--- src/charger_cfg_pkg.sv ---
// Purpose: constants and types for the charger configuration register bank
// Assumes: AHB-Lite slave, 32-bit data, one register per aligned word
// Notes: byte address of a register is four times its index
`default_nettype none
package charger_cfg_pkg;
  // ---------------------------------------------------------------
  // register indices and address width
  // ---------------------------------------------------------------
  localparam logic [7:0] kick_unlock_idx = 8'hbd;
  localparam logic [7:0] thermal_cfg_idx = 8'hbe;
  localparam logic [7:0] ilim_cfg_idx = 8'hc0;
  localparam logic [7:0] irq_status_idx = 8'hc8;
  localparam logic [7:0] irq_mask_idx = 8'hc9;
  localparam logic [7:0] live_status_idx = 8'hca;
  localparam int addr_w = 12;
  // ---------------------------------------------------------------
  // field positions
  // ---------------------------------------------------------------
  localparam int kick_lsb = 0;
  localparam int unlock_lsb = 2;
  localparam int setpoint_lsb = 5;
  localparam int evt_kick = 0;
  localparam int evt_fold = 1;
  localparam int evt_locked_wr = 2;
  localparam int evt_n = 3;
  // ---------------------------------------------------------------
  // field values and reset values
  // ---------------------------------------------------------------
  localparam logic [1:0] kick_code = 2'h1;
  localparam logic [1:0] unlock_code = 2'h3;
  localparam logic [7:0] kick_unlock_rst = 8'h00;
  localparam logic [7:0] kick_unlock_wmask = 8'h0f;
  localparam logic [7:0] thermal_cfg_rst = 8'h40;
  localparam logic [7:0] ilim_cfg_rst = 8'h0f;
  localparam logic [7:0] ilim_cfg_wmask = 8'h7f;
  localparam logic [evt_n-1:0] irq_mask_rst = 3'h0;
  // ---------------------------------------------------------------
  // decode figures
  // ---------------------------------------------------------------
  localparam logic [7:0] setpoint_base_degc = 8'h55;
  localparam logic [7:0] setpoint_step_degc = 8'h0f;
  localparam logic [11:0] ilim_floor_ma = 12'h064;
  localparam logic [11:0] ilim_ceiling_ma = 12'hfa0;
  localparam logic [6:0] ilim_first_step = 7'h04;
  // ---------------------------------------------------------------
  // types
  // ---------------------------------------------------------------
  typedef struct packed {
    logic wdt_restart;
    logic fold_active;
    logic [7:0] setpoint_degc;
    logic [11:0] ilim_ma;
  } charger_ctrl_t;
  typedef struct packed {
    logic sel;
    logic [1:0] trans;
    logic write;
    logic [2:0] size;
    logic [addr_w-1:0] addr;
  } ahb_req_t;
  typedef enum logic {dp_idle, dp_write} dphase_t;
endpackage
`default_nettype wire

--- src/charger_config_protect_regs.sv ---
// Purpose: charger kick/unlock, thermal setpoint and input current cap registers
// Assumes: single AHB-Lite master, zero-wait slave, junction temperature in degC
// Notes: writes to the protected thermal register are dropped while locked
//
// Function
// - a write of 01 to the kick field with the watchdog enabled restarts the watchdog.
// - kick values 00, 10 and 11 leave the watchdog running untouched.
// - writing 11 to the unlock key lets later writes reach protected registers.
// - writing any other value to the unlock key locks the protected registers.
// - the unlock key reads 00 after reset so the protected registers start locked.
// - the thermal configuration register accepts writes only while unlocked.
// - a junction temperature above the setpoint starts current fold-back and sets the fold flag.
// - the seven-bit cap field decodes to 100 mA up to 4.0 A in about 33 mA steps.
// - cap codes 00 to 03 all give 100 mA and stepping starts at 04.
// - the cap field holds 0f after reset.
`timescale 1ns/1ps
`default_nettype none
module charger_config_protect_regs (
  // clock and reset
  input wire logic hclk,
  input wire logic hresetn,
  // ahb-lite slave
  input wire logic hsel,
  input wire logic [31:0] haddr,
  input wire logic [1:0] htrans,
  input wire logic hwrite,
  input wire logic [2:0] hsize,
  input wire logic hready,
  input wire logic [31:0] hwdata,
  output logic hreadyout,
  output logic hresp,
  output logic [31:0] hrdata,
  // charger side
  input wire logic watchdog_en,
  input wire logic [7:0] junction_temp,
  output charger_cfg_pkg::charger_ctrl_t ctrl,
  output logic thermal_fold_flag,
  output logic irq
);
  // ---------------------------------------------------------------
  // decode helpers
  // ---------------------------------------------------------------
  function automatic logic [7:0] setpoint_degc_f(input logic [1:0] code);
    logic [7:0] r;
    r = charger_cfg_pkg::setpoint_base_degc;
    for (int i = 0; i < 3; i++) begin
      if (i < int'(code)) begin
        r = r + charger_cfg_pkg::setpoint_step_degc;
      end
    end
    return r;
  endfunction

  // step is 100/3 mA, rounded to the nearest mA
  function automatic logic [11:0] ilim_ma_f(input logic [6:0] code);
    logic [13:0] steps;
    logic [13:0] ma;
    steps = 14'(code) - 14'(charger_cfg_pkg::ilim_first_step) + 14'h0001;
    ma = 14'(charger_cfg_pkg::ilim_floor_ma) + 14'((steps * 14'h0064 + 14'h0001) / 14'h0003);
    if (code < charger_cfg_pkg::ilim_first_step) begin
      ilim_ma_f = charger_cfg_pkg::ilim_floor_ma;
    end else if (ma > 14'(charger_cfg_pkg::ilim_ceiling_ma)) begin
      ilim_ma_f = charger_cfg_pkg::ilim_ceiling_ma;
    end else begin
      ilim_ma_f = ma[11:0];
    end
  endfunction

  function automatic logic [charger_cfg_pkg::addr_w-1:0] byte_addr_f(input logic [7:0] idx);
    return {2'h0, idx, 2'h0};
  endfunction

  // ---------------------------------------------------------------
  // state
  // ---------------------------------------------------------------
  charger_cfg_pkg::ahb_req_t req;
  charger_cfg_pkg::dphase_t dphase_r;
  logic [charger_cfg_pkg::addr_w-1:0] waddr_r;
  logic [1:0] kick_r;
  logic [1:0] unlock_key_r;
  logic [7:0] thermal_cfg_r;
  logic [6:0] ilim_code_r;
  logic [charger_cfg_pkg::evt_n-1:0] irq_status_r;
  logic [charger_cfg_pkg::evt_n-1:0] irq_mask_r;
  logic [charger_cfg_pkg::evt_n-1:0] evt_nxt;
  logic fold_nxt;
  logic addr_ok;
  logic wr_en;
  logic unlocked;
  logic [31:0] rd_nxt;
  logic kick_wr;
  logic thermal_wr;
  logic ilim_wr;
  logic status_wr;
  logic mask_wr;
  logic kick_hit;
  logic wdt_restart_r;
  logic fold_active_r;
  logic [7:0] setpoint_r;
  logic [11:0] ilim_ma_r;

  assign req = '{sel: hsel, trans: htrans, write: hwrite, size: hsize,
                 addr: haddr[charger_cfg_pkg::addr_w-1:0]};
  // nonseq or seq, with the bus free
  assign addr_ok = req.sel && req.trans[1] && hready;
  assign wr_en = (dphase_r == charger_cfg_pkg::dp_write);
  assign unlocked = (unlock_key_r == charger_cfg_pkg::unlock_code);
  assign fold_nxt = junction_temp >
    setpoint_degc_f(thermal_cfg_r[charger_cfg_pkg::setpoint_lsb +: 2]);

  // ---------------------------------------------------------------
  // write strobes, one per writable register, all in the data phase
  // ---------------------------------------------------------------
  assign kick_wr = wr_en && (waddr_r == byte_addr_f(charger_cfg_pkg::kick_unlock_idx));
  assign thermal_wr = wr_en && (waddr_r == byte_addr_f(charger_cfg_pkg::thermal_cfg_idx));
  assign ilim_wr = wr_en && (waddr_r == byte_addr_f(charger_cfg_pkg::ilim_cfg_idx));
  assign status_wr = wr_en && (waddr_r == byte_addr_f(charger_cfg_pkg::irq_status_idx));
  assign mask_wr = wr_en && (waddr_r == byte_addr_f(charger_cfg_pkg::irq_mask_idx));
  // kick field stored either way; only 01 with the watchdog on restarts it
  assign kick_hit = kick_wr && watchdog_en &&
    (hwdata[charger_cfg_pkg::kick_lsb +: 2] == charger_cfg_pkg::kick_code);
  // outputs stay flop bits, only regrouped into the struct
  assign ctrl = '{wdt_restart: wdt_restart_r, fold_active: fold_active_r,
                  setpoint_degc: setpoint_r, ilim_ma: ilim_ma_r};

  // ---------------------------------------------------------------
  // bus phases
  // ---------------------------------------------------------------
  always_ff @(posedge hclk or negedge hresetn) begin
    if (!hresetn) begin
      dphase_r <= charger_cfg_pkg::dp_idle;
      waddr_r <= '0;
    end else begin
      if (addr_ok && req.write) begin
        dphase_r <= charger_cfg_pkg::dp_write;
        waddr_r <= req.addr;
      end else begin
        dphase_r <= charger_cfg_pkg::dp_idle;
      end
    end
  end

  // ready from the first clock after reset, never errors, even on locked or unmapped writes
  always_ff @(posedge hclk or negedge hresetn) begin
    if (!hresetn) begin
      hreadyout <= 1'b0;
      hresp <= 1'b0;
    end else begin
      hreadyout <= 1'b1;
      hresp <= 1'b0;
    end
  end

  // ---------------------------------------------------------------
  // read mux
  // ---------------------------------------------------------------
  always_comb begin
    rd_nxt = 32'h0000_0000;
    case (req.addr)
      byte_addr_f(charger_cfg_pkg::kick_unlock_idx): begin
        rd_nxt[3:0] = {unlock_key_r, kick_r};
      end
      byte_addr_f(charger_cfg_pkg::thermal_cfg_idx): begin
        rd_nxt[7:0] = thermal_cfg_r;
      end
      byte_addr_f(charger_cfg_pkg::ilim_cfg_idx): begin
        rd_nxt[6:0] = ilim_code_r;
      end
      byte_addr_f(charger_cfg_pkg::irq_status_idx): begin
        rd_nxt[charger_cfg_pkg::evt_n-1:0] = irq_status_r;
      end
      byte_addr_f(charger_cfg_pkg::irq_mask_idx): begin
        rd_nxt[charger_cfg_pkg::evt_n-1:0] = irq_mask_r;
      end
      byte_addr_f(charger_cfg_pkg::live_status_idx): begin
        rd_nxt[1:0] = {unlocked, thermal_fold_flag};
      end
      default: begin
        rd_nxt = 32'h0000_0000;
      end
    endcase
  end

  // data is ready for the data phase that follows the address phase
  always_ff @(posedge hclk or negedge hresetn) begin
    if (!hresetn) begin
      hrdata <= 32'h0000_0000;
    end else if (addr_ok && !req.write) begin
      hrdata <= rd_nxt;
    end
  end

  // ---------------------------------------------------------------
  // kick and unlock register
  // ---------------------------------------------------------------
  always_ff @(posedge hclk or negedge hresetn) begin
    if (!hresetn) begin
      kick_r <= charger_cfg_pkg::kick_unlock_rst[1:0];
      unlock_key_r <= charger_cfg_pkg::kick_unlock_rst[3:2];
    end else if (kick_wr) begin
      // key kept as written, so a read shows the lock state
      kick_r <= hwdata[charger_cfg_pkg::kick_lsb +: 2];
      unlock_key_r <= hwdata[charger_cfg_pkg::unlock_lsb +: 2];
    end
  end

  // ---------------------------------------------------------------
  // protected thermal register and open cap register
  // ---------------------------------------------------------------
  always_ff @(posedge hclk or negedge hresetn) begin
    if (!hresetn) begin
      thermal_cfg_r <= charger_cfg_pkg::thermal_cfg_rst;
    end else if (thermal_wr && unlocked) begin
      // locked writes vanish here; status bit 2 is their only trace
      thermal_cfg_r <= hwdata[7:0];
    end
  end

  always_ff @(posedge hclk or negedge hresetn) begin
    if (!hresetn) begin
      ilim_code_r <= charger_cfg_pkg::ilim_cfg_rst[6:0];
    end else if (ilim_wr) begin
      // open register: the cap is never locked
      ilim_code_r <= hwdata[6:0];
    end
  end

  // ---------------------------------------------------------------
  // charger controls
  // ---------------------------------------------------------------
  // restart only on a 01 kick while enabled
  always_ff @(posedge hclk or negedge hresetn) begin
    if (!hresetn) begin
      wdt_restart_r <= 1'b0;
    end else begin
      wdt_restart_r <= kick_hit;
    end
  end

  always_ff @(posedge hclk or negedge hresetn) begin
    if (!hresetn) begin
      fold_active_r <= 1'b0;
      thermal_fold_flag <= 1'b0;
    end else begin
      fold_active_r <= fold_nxt;
      thermal_fold_flag <= fold_nxt;
    end
  end

  always_ff @(posedge hclk or negedge hresetn) begin
    if (!hresetn) begin
      setpoint_r <=
        setpoint_degc_f(charger_cfg_pkg::thermal_cfg_rst[charger_cfg_pkg::setpoint_lsb +: 2]);
      ilim_ma_r <= ilim_ma_f(charger_cfg_pkg::ilim_cfg_rst[6:0]);
    end else begin
      setpoint_r <= setpoint_degc_f(thermal_cfg_r[charger_cfg_pkg::setpoint_lsb +: 2]);
      ilim_ma_r <= ilim_ma_f(ilim_code_r);
    end
  end

  // ---------------------------------------------------------------
  // interrupts
  // ---------------------------------------------------------------
  always_comb begin
    evt_nxt = '0;
    evt_nxt[charger_cfg_pkg::evt_kick] = kick_hit;
    // rising edge only, a steady overheat sets it once
    evt_nxt[charger_cfg_pkg::evt_fold] = fold_nxt && !thermal_fold_flag;
    evt_nxt[charger_cfg_pkg::evt_locked_wr] = thermal_wr && !unlocked;
  end

  // a new event beats a same-cycle write-one-to-clear
  always_ff @(posedge hclk or negedge hresetn) begin
    if (!hresetn) begin
      irq_status_r <= '0;
    end else if (status_wr) begin
      irq_status_r <= (irq_status_r & ~hwdata[charger_cfg_pkg::evt_n-1:0]) | evt_nxt;
    end else begin
      irq_status_r <= irq_status_r | evt_nxt;
    end
  end

  always_ff @(posedge hclk or negedge hresetn) begin
    if (!hresetn) begin
      irq_mask_r <= charger_cfg_pkg::irq_mask_rst;
    end else if (mask_wr) begin
      irq_mask_r <= hwdata[charger_cfg_pkg::evt_n-1:0];
    end
  end

  // one cycle behind the status bits
  always_ff @(posedge hclk or negedge hresetn) begin
    if (!hresetn) begin
      irq <= 1'b0;
    end else begin
      irq <= |(irq_status_r & irq_mask_r);
    end
  end
endmodule // charger_config_protect_regs
`default_nettype wire

--- config.mk ---
export PLATFORM = sky130hd
export DESIGN_NAME = charger_config_protect_regs
export DESIGN_NICKNAME = d
export VERILOG_FILES = /design/src/charger_cfg_pkg.sv /design/src/charger_config_protect_regs.sv
export SDC_FILE = /design/constraint.sdc
export NUM_CORES = 1
export LEC_CHECK = 0
export BUFFER_PORTS_ARGS = -buffer_cell sky130_fd_sc_hd__buf_2
export CORE_MARGIN = 5
export CORE_UTILIZATION = 53
export DETAILED_ROUTE_END_ITERATION = 7
export PLACE_DENSITY = 0.84
export SKIP_LAST_GASP = 1
export SLEW_MARGIN = 20
export SYNTH_ARGS = -nofsm -noshare
export SYNTH_HDL_FRONTEND = slang
export SYNTH_SLANG_ARGS = --single-unit
--- constraint.sdc ---
create_clock -name hclk -period 12.9 [get_ports hclk]
set_clock_uncertainty 0.1 [all_clocks]
set_input_delay 3.87 -clock hclk [delete_from_list [all_inputs] [get_ports hclk]]
set_output_delay 3.87 -clock hclk [all_outputs]
set_load 0.01 [all_outputs]
==> key figures, run 1 <==
Logic synthesis
  • FF+latch count, synth: 70
  • Syn. warnings: 0
  • Yosys top cell area share: 0.196
  • Number of synthesized flops with an enable pin: 0
  • Post-synth top area cell: dfrtp_1
  • Synth unique cells: 99
  • Post-synthesis sequential area ratio: 0.257
  • Area contributors post-synth: dfrtp_1, ha_1, dfstp_2
  • Avg Inst Size Synth: 8.53 um^2
  • Post-Syn Instances: 807
  • Post-synth top flop: dfrtp_1
  • Ys async rst share: 1.00
  • Synthesized cell area: 6880 um^2

Job
  • Max Cap Viol: 0

Route
  • DR DRC count: 0
  • DR iter-0 viols: 505
  • First-pass DRT Iterations: 6
  • Routed vias: 6,422
  • WL/cell: 16.7 um
  • Number of nets with antenna violations after routing: 0
  • Post-Route WL: 17.6 mm
  • Vias per cell: 6.10

Pwr
  • Pwr Total: 2.01 mW
  • Power Density: 260 nW/um^2
  • Worst IR drop on VDD: 0.214 mV
  • Leakage power: 3.60 nW

Hold path
  • Hold Path Depth: 2
  • Worst Hold Class: register to register

Place
  • Port Buffers: 67
  • Dpl hpwl: 13.1 mm
  • Placed instance area: 7280 um^2
  • Placed Cells: 1,033
  • RePlAce Congestion: 0.963

Clock tree
  • Skew-Pair Late Insertion Delay: 0.34 ns
  • Clock tree root driver cell: clkbuf_16
  • CTS buffer count: 9
  • CTS tree: yes
  • CTS max path bufs: 2
  • H-tree Lvls: 3
  • CTS Hold Buffers Added: 0
  • Clk sinks: 70
  • Worst-path clk slew: 0.06 ns

Setup path
  • Worst path most repeated cell: ha_1
  • CP Launch Type: register
  • Required @ worst endpoint: 13.06 ns
  • Worst path arrival time: 12.40 ns
  • Endpoint class of the critical path: register
  • Reg2Reg Depth: 44
  • Critical Path Max Stage Delay: 0.67 ns
  • Crit path kind: register to register
  • Critical path's slowest cell: dfstp_2
  • Crit path max fanout: 11

Global route
  • GRT met3 Usage: 0.0400
  • Vias in the first global route: 6,040
  • Initial antenna violation count: 0
  • Largest net degree at the start of global routing: 71
  • First-pass GRT wire length: 28.8 mm
  • Met1 usage: 0.307
  • Total grt overflow: 0
  • Gr busiest metal: met2
  • GRT met2 Usage: 0.378
  • GRT Total Usage: 0.231

STA
  • Crit path time final: 12.24 ns
  • Max transition margin: 0.250
  • Max-slew violations: 0
  • Max Clk Rate: 81.7 MHz
  • Worst-Margin Slew: 1.11 ns
  • Setup violations, final: 0
  • Setup TNS: 0 ns
  • Final period util: 0.949
  • Final Hold Vio Count: 0

Floorplanning
  • Die area: 15,400 um^2
  • DIE WIDTH: 124 um
  • Initial Util: 0.543
  • Die height: 124 um
  • Core Box Area: 12,700 um^2
  • IO Pins: 141
  • Rows: 41

Finish
  • Most frequent cells in the layout: nand2_1, buf_2, dfrtp_1, nor2_1, ha_1
  • Layout cells sized above 1: 0.207
  • Fin cells: 1,053
  • Finished Core Util: 0.609
  • Register area: 1770 um^2
  • Commonest non-fill, non-tap cell in the layout: nand2_1
  • Diode count: 0
  • Multi-input gate area: 4790 um^2
  • Fin area: 7720 um^2
  • Filler cells: 1,075
  • # nets final: 1,012
  • Area growth, synth to finish: 12.1%

Run status
  • Status: finished clean
report_power, final:
| part | internal, mW | total, mW | leakage (nW) | switching, mW |
|---|---|---|---|---|
| clock | 0.170 | 0.268 | 0.151 | 0.0987 |
| combinational | 0.575 | 1.46 | 2.59 | 0.883 |
| sequential | 0.267 | 0.279 | 0.859 | 0.0126 |
sequential cells by signal (all words and copies together), names as in the netlist:
signal         cells
kick_r             2
hrdata             8
ilim_ma_r         12
waddr_r           12
wdt_restart_r      1
unlock_key_r       2
irq_status_r       3
dphase_r           1
ilim_code_r        7
irq                1
hreadyout          1
fold_active_r      1
setpoint_r         8
irq_mask_r         3
thermal_cfg_r      8
per-layer routing:
layer	vias to the layer above	wire length, um	share of wire
met3	53	1260	0.072
met2	311	8410	0.48
li1	3036	-	-
met5	-	0	0
met1	3022	7300	0.42
met4	0	585	0.033
synthesized netlist by cell type (5+ instances only):
cell type,n
a211o_1,7
a211oi_1,8
a211oi_2,5
a21o_1,15
a21oi_1,31
a222oi_1,5
a22oi_1,6
a31oi_1,12
and2_1,6
and3_1,10
buf_4,30
clkbuf_1,12
dfrtp_1,54
dfstp_2,16
fa_1,5
ha_1,48
inv_1,46
mux2_2,17
mux2i_1,9
nand2_1,109
nand2b_1,14
nand3_1,20
nand4_1,11
nor2_1,50
nor2b_1,7
nor3_1,23
nor3b_1,11
nor4_1,6
o211ai_1,6
o21ai_0,36
o21ai_1,6
or3_1,8
xnor2_1,28
xor2_1,12
critical path, delay by kind of cell (launching register included):
kind | cells | cell delay (ns)
xor+xnor | 1 | 0.17
fa+ha+maj | 7 | 2.26
buf+inv | 5 | 0.56
simple gates | 16 | 4.36
flops | 1 | 0.67
mux | 1 | 0.20
compound gates | 14 | 3.81
stage by stage:
step / worst slack [ns] / hold WS [ns]
after global routing: -0.0635 / 0.410
after floorplan: 1.77 / 0.338
after detailed placement: 0.171 / 0.359
final: 0.661 / 0.373
after global placement: 0.418 / 0.357
after CTS: 0.0938 / 0.373
final cells by class:
type,instances,share of cell area
inverters,46,0.0224
multi-input cells,666,0.621
well taps,172,0.0279
repair buffers,83,0.0590
flip-flops and latches,70,0.230
clock buffers,12,0.0306
clock inverters,4,0.00957
timing repair:
| item | CTS | global route |
|---|---|---|
| gates resized for setup | 0 | 18 |
| endpoints found under the setup margin | 0 | 12 |
| buffers inserted | 0 | 4 |
kinds of logic (layout without fill, tap and decap cells):
logic type | count (synthesis) | in the layout | synth area share
other cells | 2 | 28 | 0.00109
xor+xnor | 42 | 42 | 0.0583
simple gates | 319 | 319 | 0.246
flops | 70 | 70 | 0.257
compound gates | 198 | 198 | 0.220
fa+ha+maj | 53 | 53 | 0.102
buf+inv | 97 | 145 | 0.0747
mux | 26 | 26 | 0.0409
final timing paths:
check	from	to	slack (ns)
max	ilim_code_r[2]	ilim_ma_r[1]	0.66
min	waddr_r[1]	waddr_r[1]	0.37
max reg2reg	ilim_code_r[2]	ilim_ma_r[1]	0.66
min reg2reg	waddr_r[1]	waddr_r[1]	0.37
max in group asynchronous	hresetn	irq_status_r[1]	8.50
min in group asynchronous	hresetn	waddr_r[10]	3.64
(Power assumes the default switching activity.)
==> run 2: changes to the inputs <==
Settings changed: CORE_MARGIN 5 to 2, GPL_TIMING_DRIVEN set to 0, MAX_ROUTING_LAYER set to met4.
==> key figures, run 2 (synthesis results as in run 1) <==
STA
  • Final Hold Vio Count: 0 (unchanged)
  • Final hold slack: 0.374 ns (was 0.373 ns)
  • Setup TNS: 0 ns (unchanged)
  • Setup violations, final: 0 (unchanged)
  • RSZ-0062 raised after global routing: no
  • Max transition margin: 0.434 (was 0.250)
  • Final setup margin: 0.578 ns (was 0.661 ns)
  • Worst-Margin Slew: 0.837 ns (was 1.11 ns)
  • Crit path time final: 12.32 ns (was 12.24 ns)
  • Final period util: 0.955 (was 0.949)
  • Max-slew violations: 0 (unchanged)
  • Max Clk Rate: 81.2 MHz (was 81.7 MHz)

Setup path
  • Reg2Reg Depth: 48 (was 44)
  • Worst Setup SP: ilim_code_r[2] (unchanged)
  • CP Buf/Inv Count: 7 (was 5)
  • Crit path max fanout: 10 (was 11)
  • Worst path arrival time: 12.50 ns (was 12.40 ns)
  • Critical path's slowest cell: or4b_1 (was dfstp_2)
  • Worst path most repeated cell: ha_1 (unchanged)
  • R2r startpoint: ilim_code_r[2] (unchanged)
  • CP Launch Type: register (unchanged)
  • RR Endpoint: ilim_ma_r[3] (was ilim_ma_r[1])
  • Kind of cell adding the most delay to the critical path: simple AND/OR/NAND/NOR gates (unchanged)
  • Critical Path Sink: ilim_ma_r[3] (was ilim_ma_r[1])
  • Crit. path cell count: 48 (was 44)
  • Critical Path Max Stage Delay: 0.58 ns (was 0.67 ns)
  • R2r setup slk: 0.58 ns (was 0.66 ns)
  • Required @ worst endpoint: 13.08 ns (was 13.06 ns)
  • Crit path kind: register to register (unchanged)
  • Endpoint class of the critical path: register (unchanged)

Pwr
  • Worst IR drop on VDD: 0.197 mV (was 0.214 mV)
  • Pwr Total: 2.03 mW (was 2.01 mW)
  • Leakage power: 3.79 nW (was 3.60 nW)
  • Power Density: 252 nW/um^2 (was 260 nW/um^2)

Global route
  • First-pass GRT wire length: 28.8 mm (unchanged)
  • Vias in the first global route: 6,067 (was 6,040)
  • GRT Total Usage: 0.259 (was 0.231)
  • Initial antenna violation count: 0 (unchanged)
  • Total grt overflow: 0 (unchanged)
  • Largest net degree at the start of global routing: 48 (was 71)

Finish
  • Commonest non-fill, non-tap cell in the layout: nand2_1 (unchanged)
  • # nets final: 1,057 (was 1,012)
  • Top flop regs: ilim_ma_r: 12 flops, waddr_r: 12 flops (unchanged)
  • Fin cells: 1,098 (was 1,053)
  • Filler cells: 1,093 (was 1,075)
  • Area growth, synth to finish: 16.7% (was 12.1%)
  • Diode count: 0 (unchanged)
  • Fin area: 8030 um^2 (was 7720 um^2)
  • Most frequent cells in the layout: nand2_1, buf_2, dfrtp_1, nor2_1, ha_1 (unchanged)
  • Layout cells sized above 1: 0.231 (was 0.207)
  • Finished Core Util: 0.634 (was 0.609)

Clock tree
  • Worst-path clk slew: 0.06 ns (about the same)
  • CTS max path bufs: 2 (unchanged)
  • Clock tree root driver cell: clkbuf_16 (unchanged)
  • Clk sinks: 70 (unchanged)
  • H-tree Lvls: 3 (unchanged)
  • CTS Hold Buffers Added: 0 (unchanged)
  • CTS tree: yes (unchanged)
  • CTS buffer count: 9 (unchanged)
  • Skew-Pair Late Insertion Delay: 0.35 ns (was 0.34 ns)

Route
  • Post-Route M1 WL: 7.57 mm (was 7.30 mm)
  • Vias per cell: 5.86 (was 6.10)
  • Highest metal used: met4 (unchanged)
  • Routed vias: 6,434 (was 6,422)
  • Number of nets with antenna violations after routing: 0 (unchanged)
  • Routed length on met2: 8.52 mm (was 8.41 mm)
  • Metal3 WL: 950 um (was 1.26 mm)
  • Post-Route WL: 17.4 mm (was 17.6 mm)
  • First-pass DRT Iterations: 5 (was 6)
  • DR DRC count: 0 (unchanged)
  • DR iter-0 viols: 459 (was 505)
  • WL/cell: 15.9 um (was 16.7 um)

Place
  • RePlAce Congestion: 0.965 (was 0.963)
  • Placed instance area: 7570 um^2 (was 7280 um^2)
  • Dpl hpwl: 13.5 mm (was 13.1 mm)
  • Placed Cells: 1,073 (was 1,033)
  • Pre-CTS WS: 0.0612 ns (was 0.171 ns)
  • Port Buffers: 67 (unchanged)

Floorplanning
  • Core Box Area: 12,700 um^2 (unchanged)
  • IO Pins: 141 (unchanged)
  • Rows: 41 (unchanged)
  • DIE WIDTH: 118 um (was 124 um)
  • Initial Util: 0.543 (unchanged)
  • Die area: 13,900 um^2 (was 15,400 um^2)
  • Die height: 118 um (was 124 um)

Hold path
  • Worst Hold Class: register to register (unchanged)

Run status
  • Status: finished clean (unchanged)

Job
  • Max Cap Viol: 0 (unchanged)
[run 2: worst reg2reg max path: cells and delay by family (launching register included)]
family / cells / cell delay, ns
buffers and inverters: 7 / 0.87
AO/OA/AOI/OAI: 15 / 3.98
adder cells (fa/ha/maj): 7 / 2.23
AND/OR/NAND/NOR: 17 / 4.06
flip-flops: 1 / 0.52
multiplexers: 1 / 0.31
XOR/XNOR: 1 / 0.21
[run 2: repair_timing]
| action | CTS | global route |
|---|---|---|
| buffers inserted | 0 | 9 |
| endpoints found under the setup margin | 0 | 12 |
| gates resized for setup | 0 | 14 |
[run 2: power by group]
part | leakage (nW) | internal [mW] | switching, mW
clock | 0.159 | 0.172 | 0.108
sequential | 0.859 | 0.267 | 0.0115
combinational | 2.77 | 0.584 | 0.886
[run 2: area by class of cell]
type,count,area (um^2),share of cell area
tap,172,215,0.0268
clock inverter,7,105,0.0131
multi-input combinational,666,4770,0.593
inverter,46,173,0.0215
clock buffer,9,225,0.0280
timing repair buffer,77,433,0.0539
sequential,70,1770,0.221
buffer,51,344,0.0428
[run 2: metal layers]
layer  global-route usage  vias to the layer above
met5                    -                        -
met4               0.0986                        0
met3               0.0383                       38
met2                0.426                      229
met1                0.323                     3039
li1                     -                     3128
[run 2: worst min path at each step]
stage,start,to,slack [ns],cells after the start
after CTS,waddr_r[9],waddr_r[9],0.37,2
after detailed placement,waddr_r[9],waddr_r[9],0.36,2
final,waddr_r[9],waddr_r[9],0.37,2
after global routing,waddr_r[9],waddr_r[9],0.40,2
after floorplan,waddr_r[9],waddr_r[9],0.34,2
after global placement,waddr_r[9],waddr_r[9],0.35,2
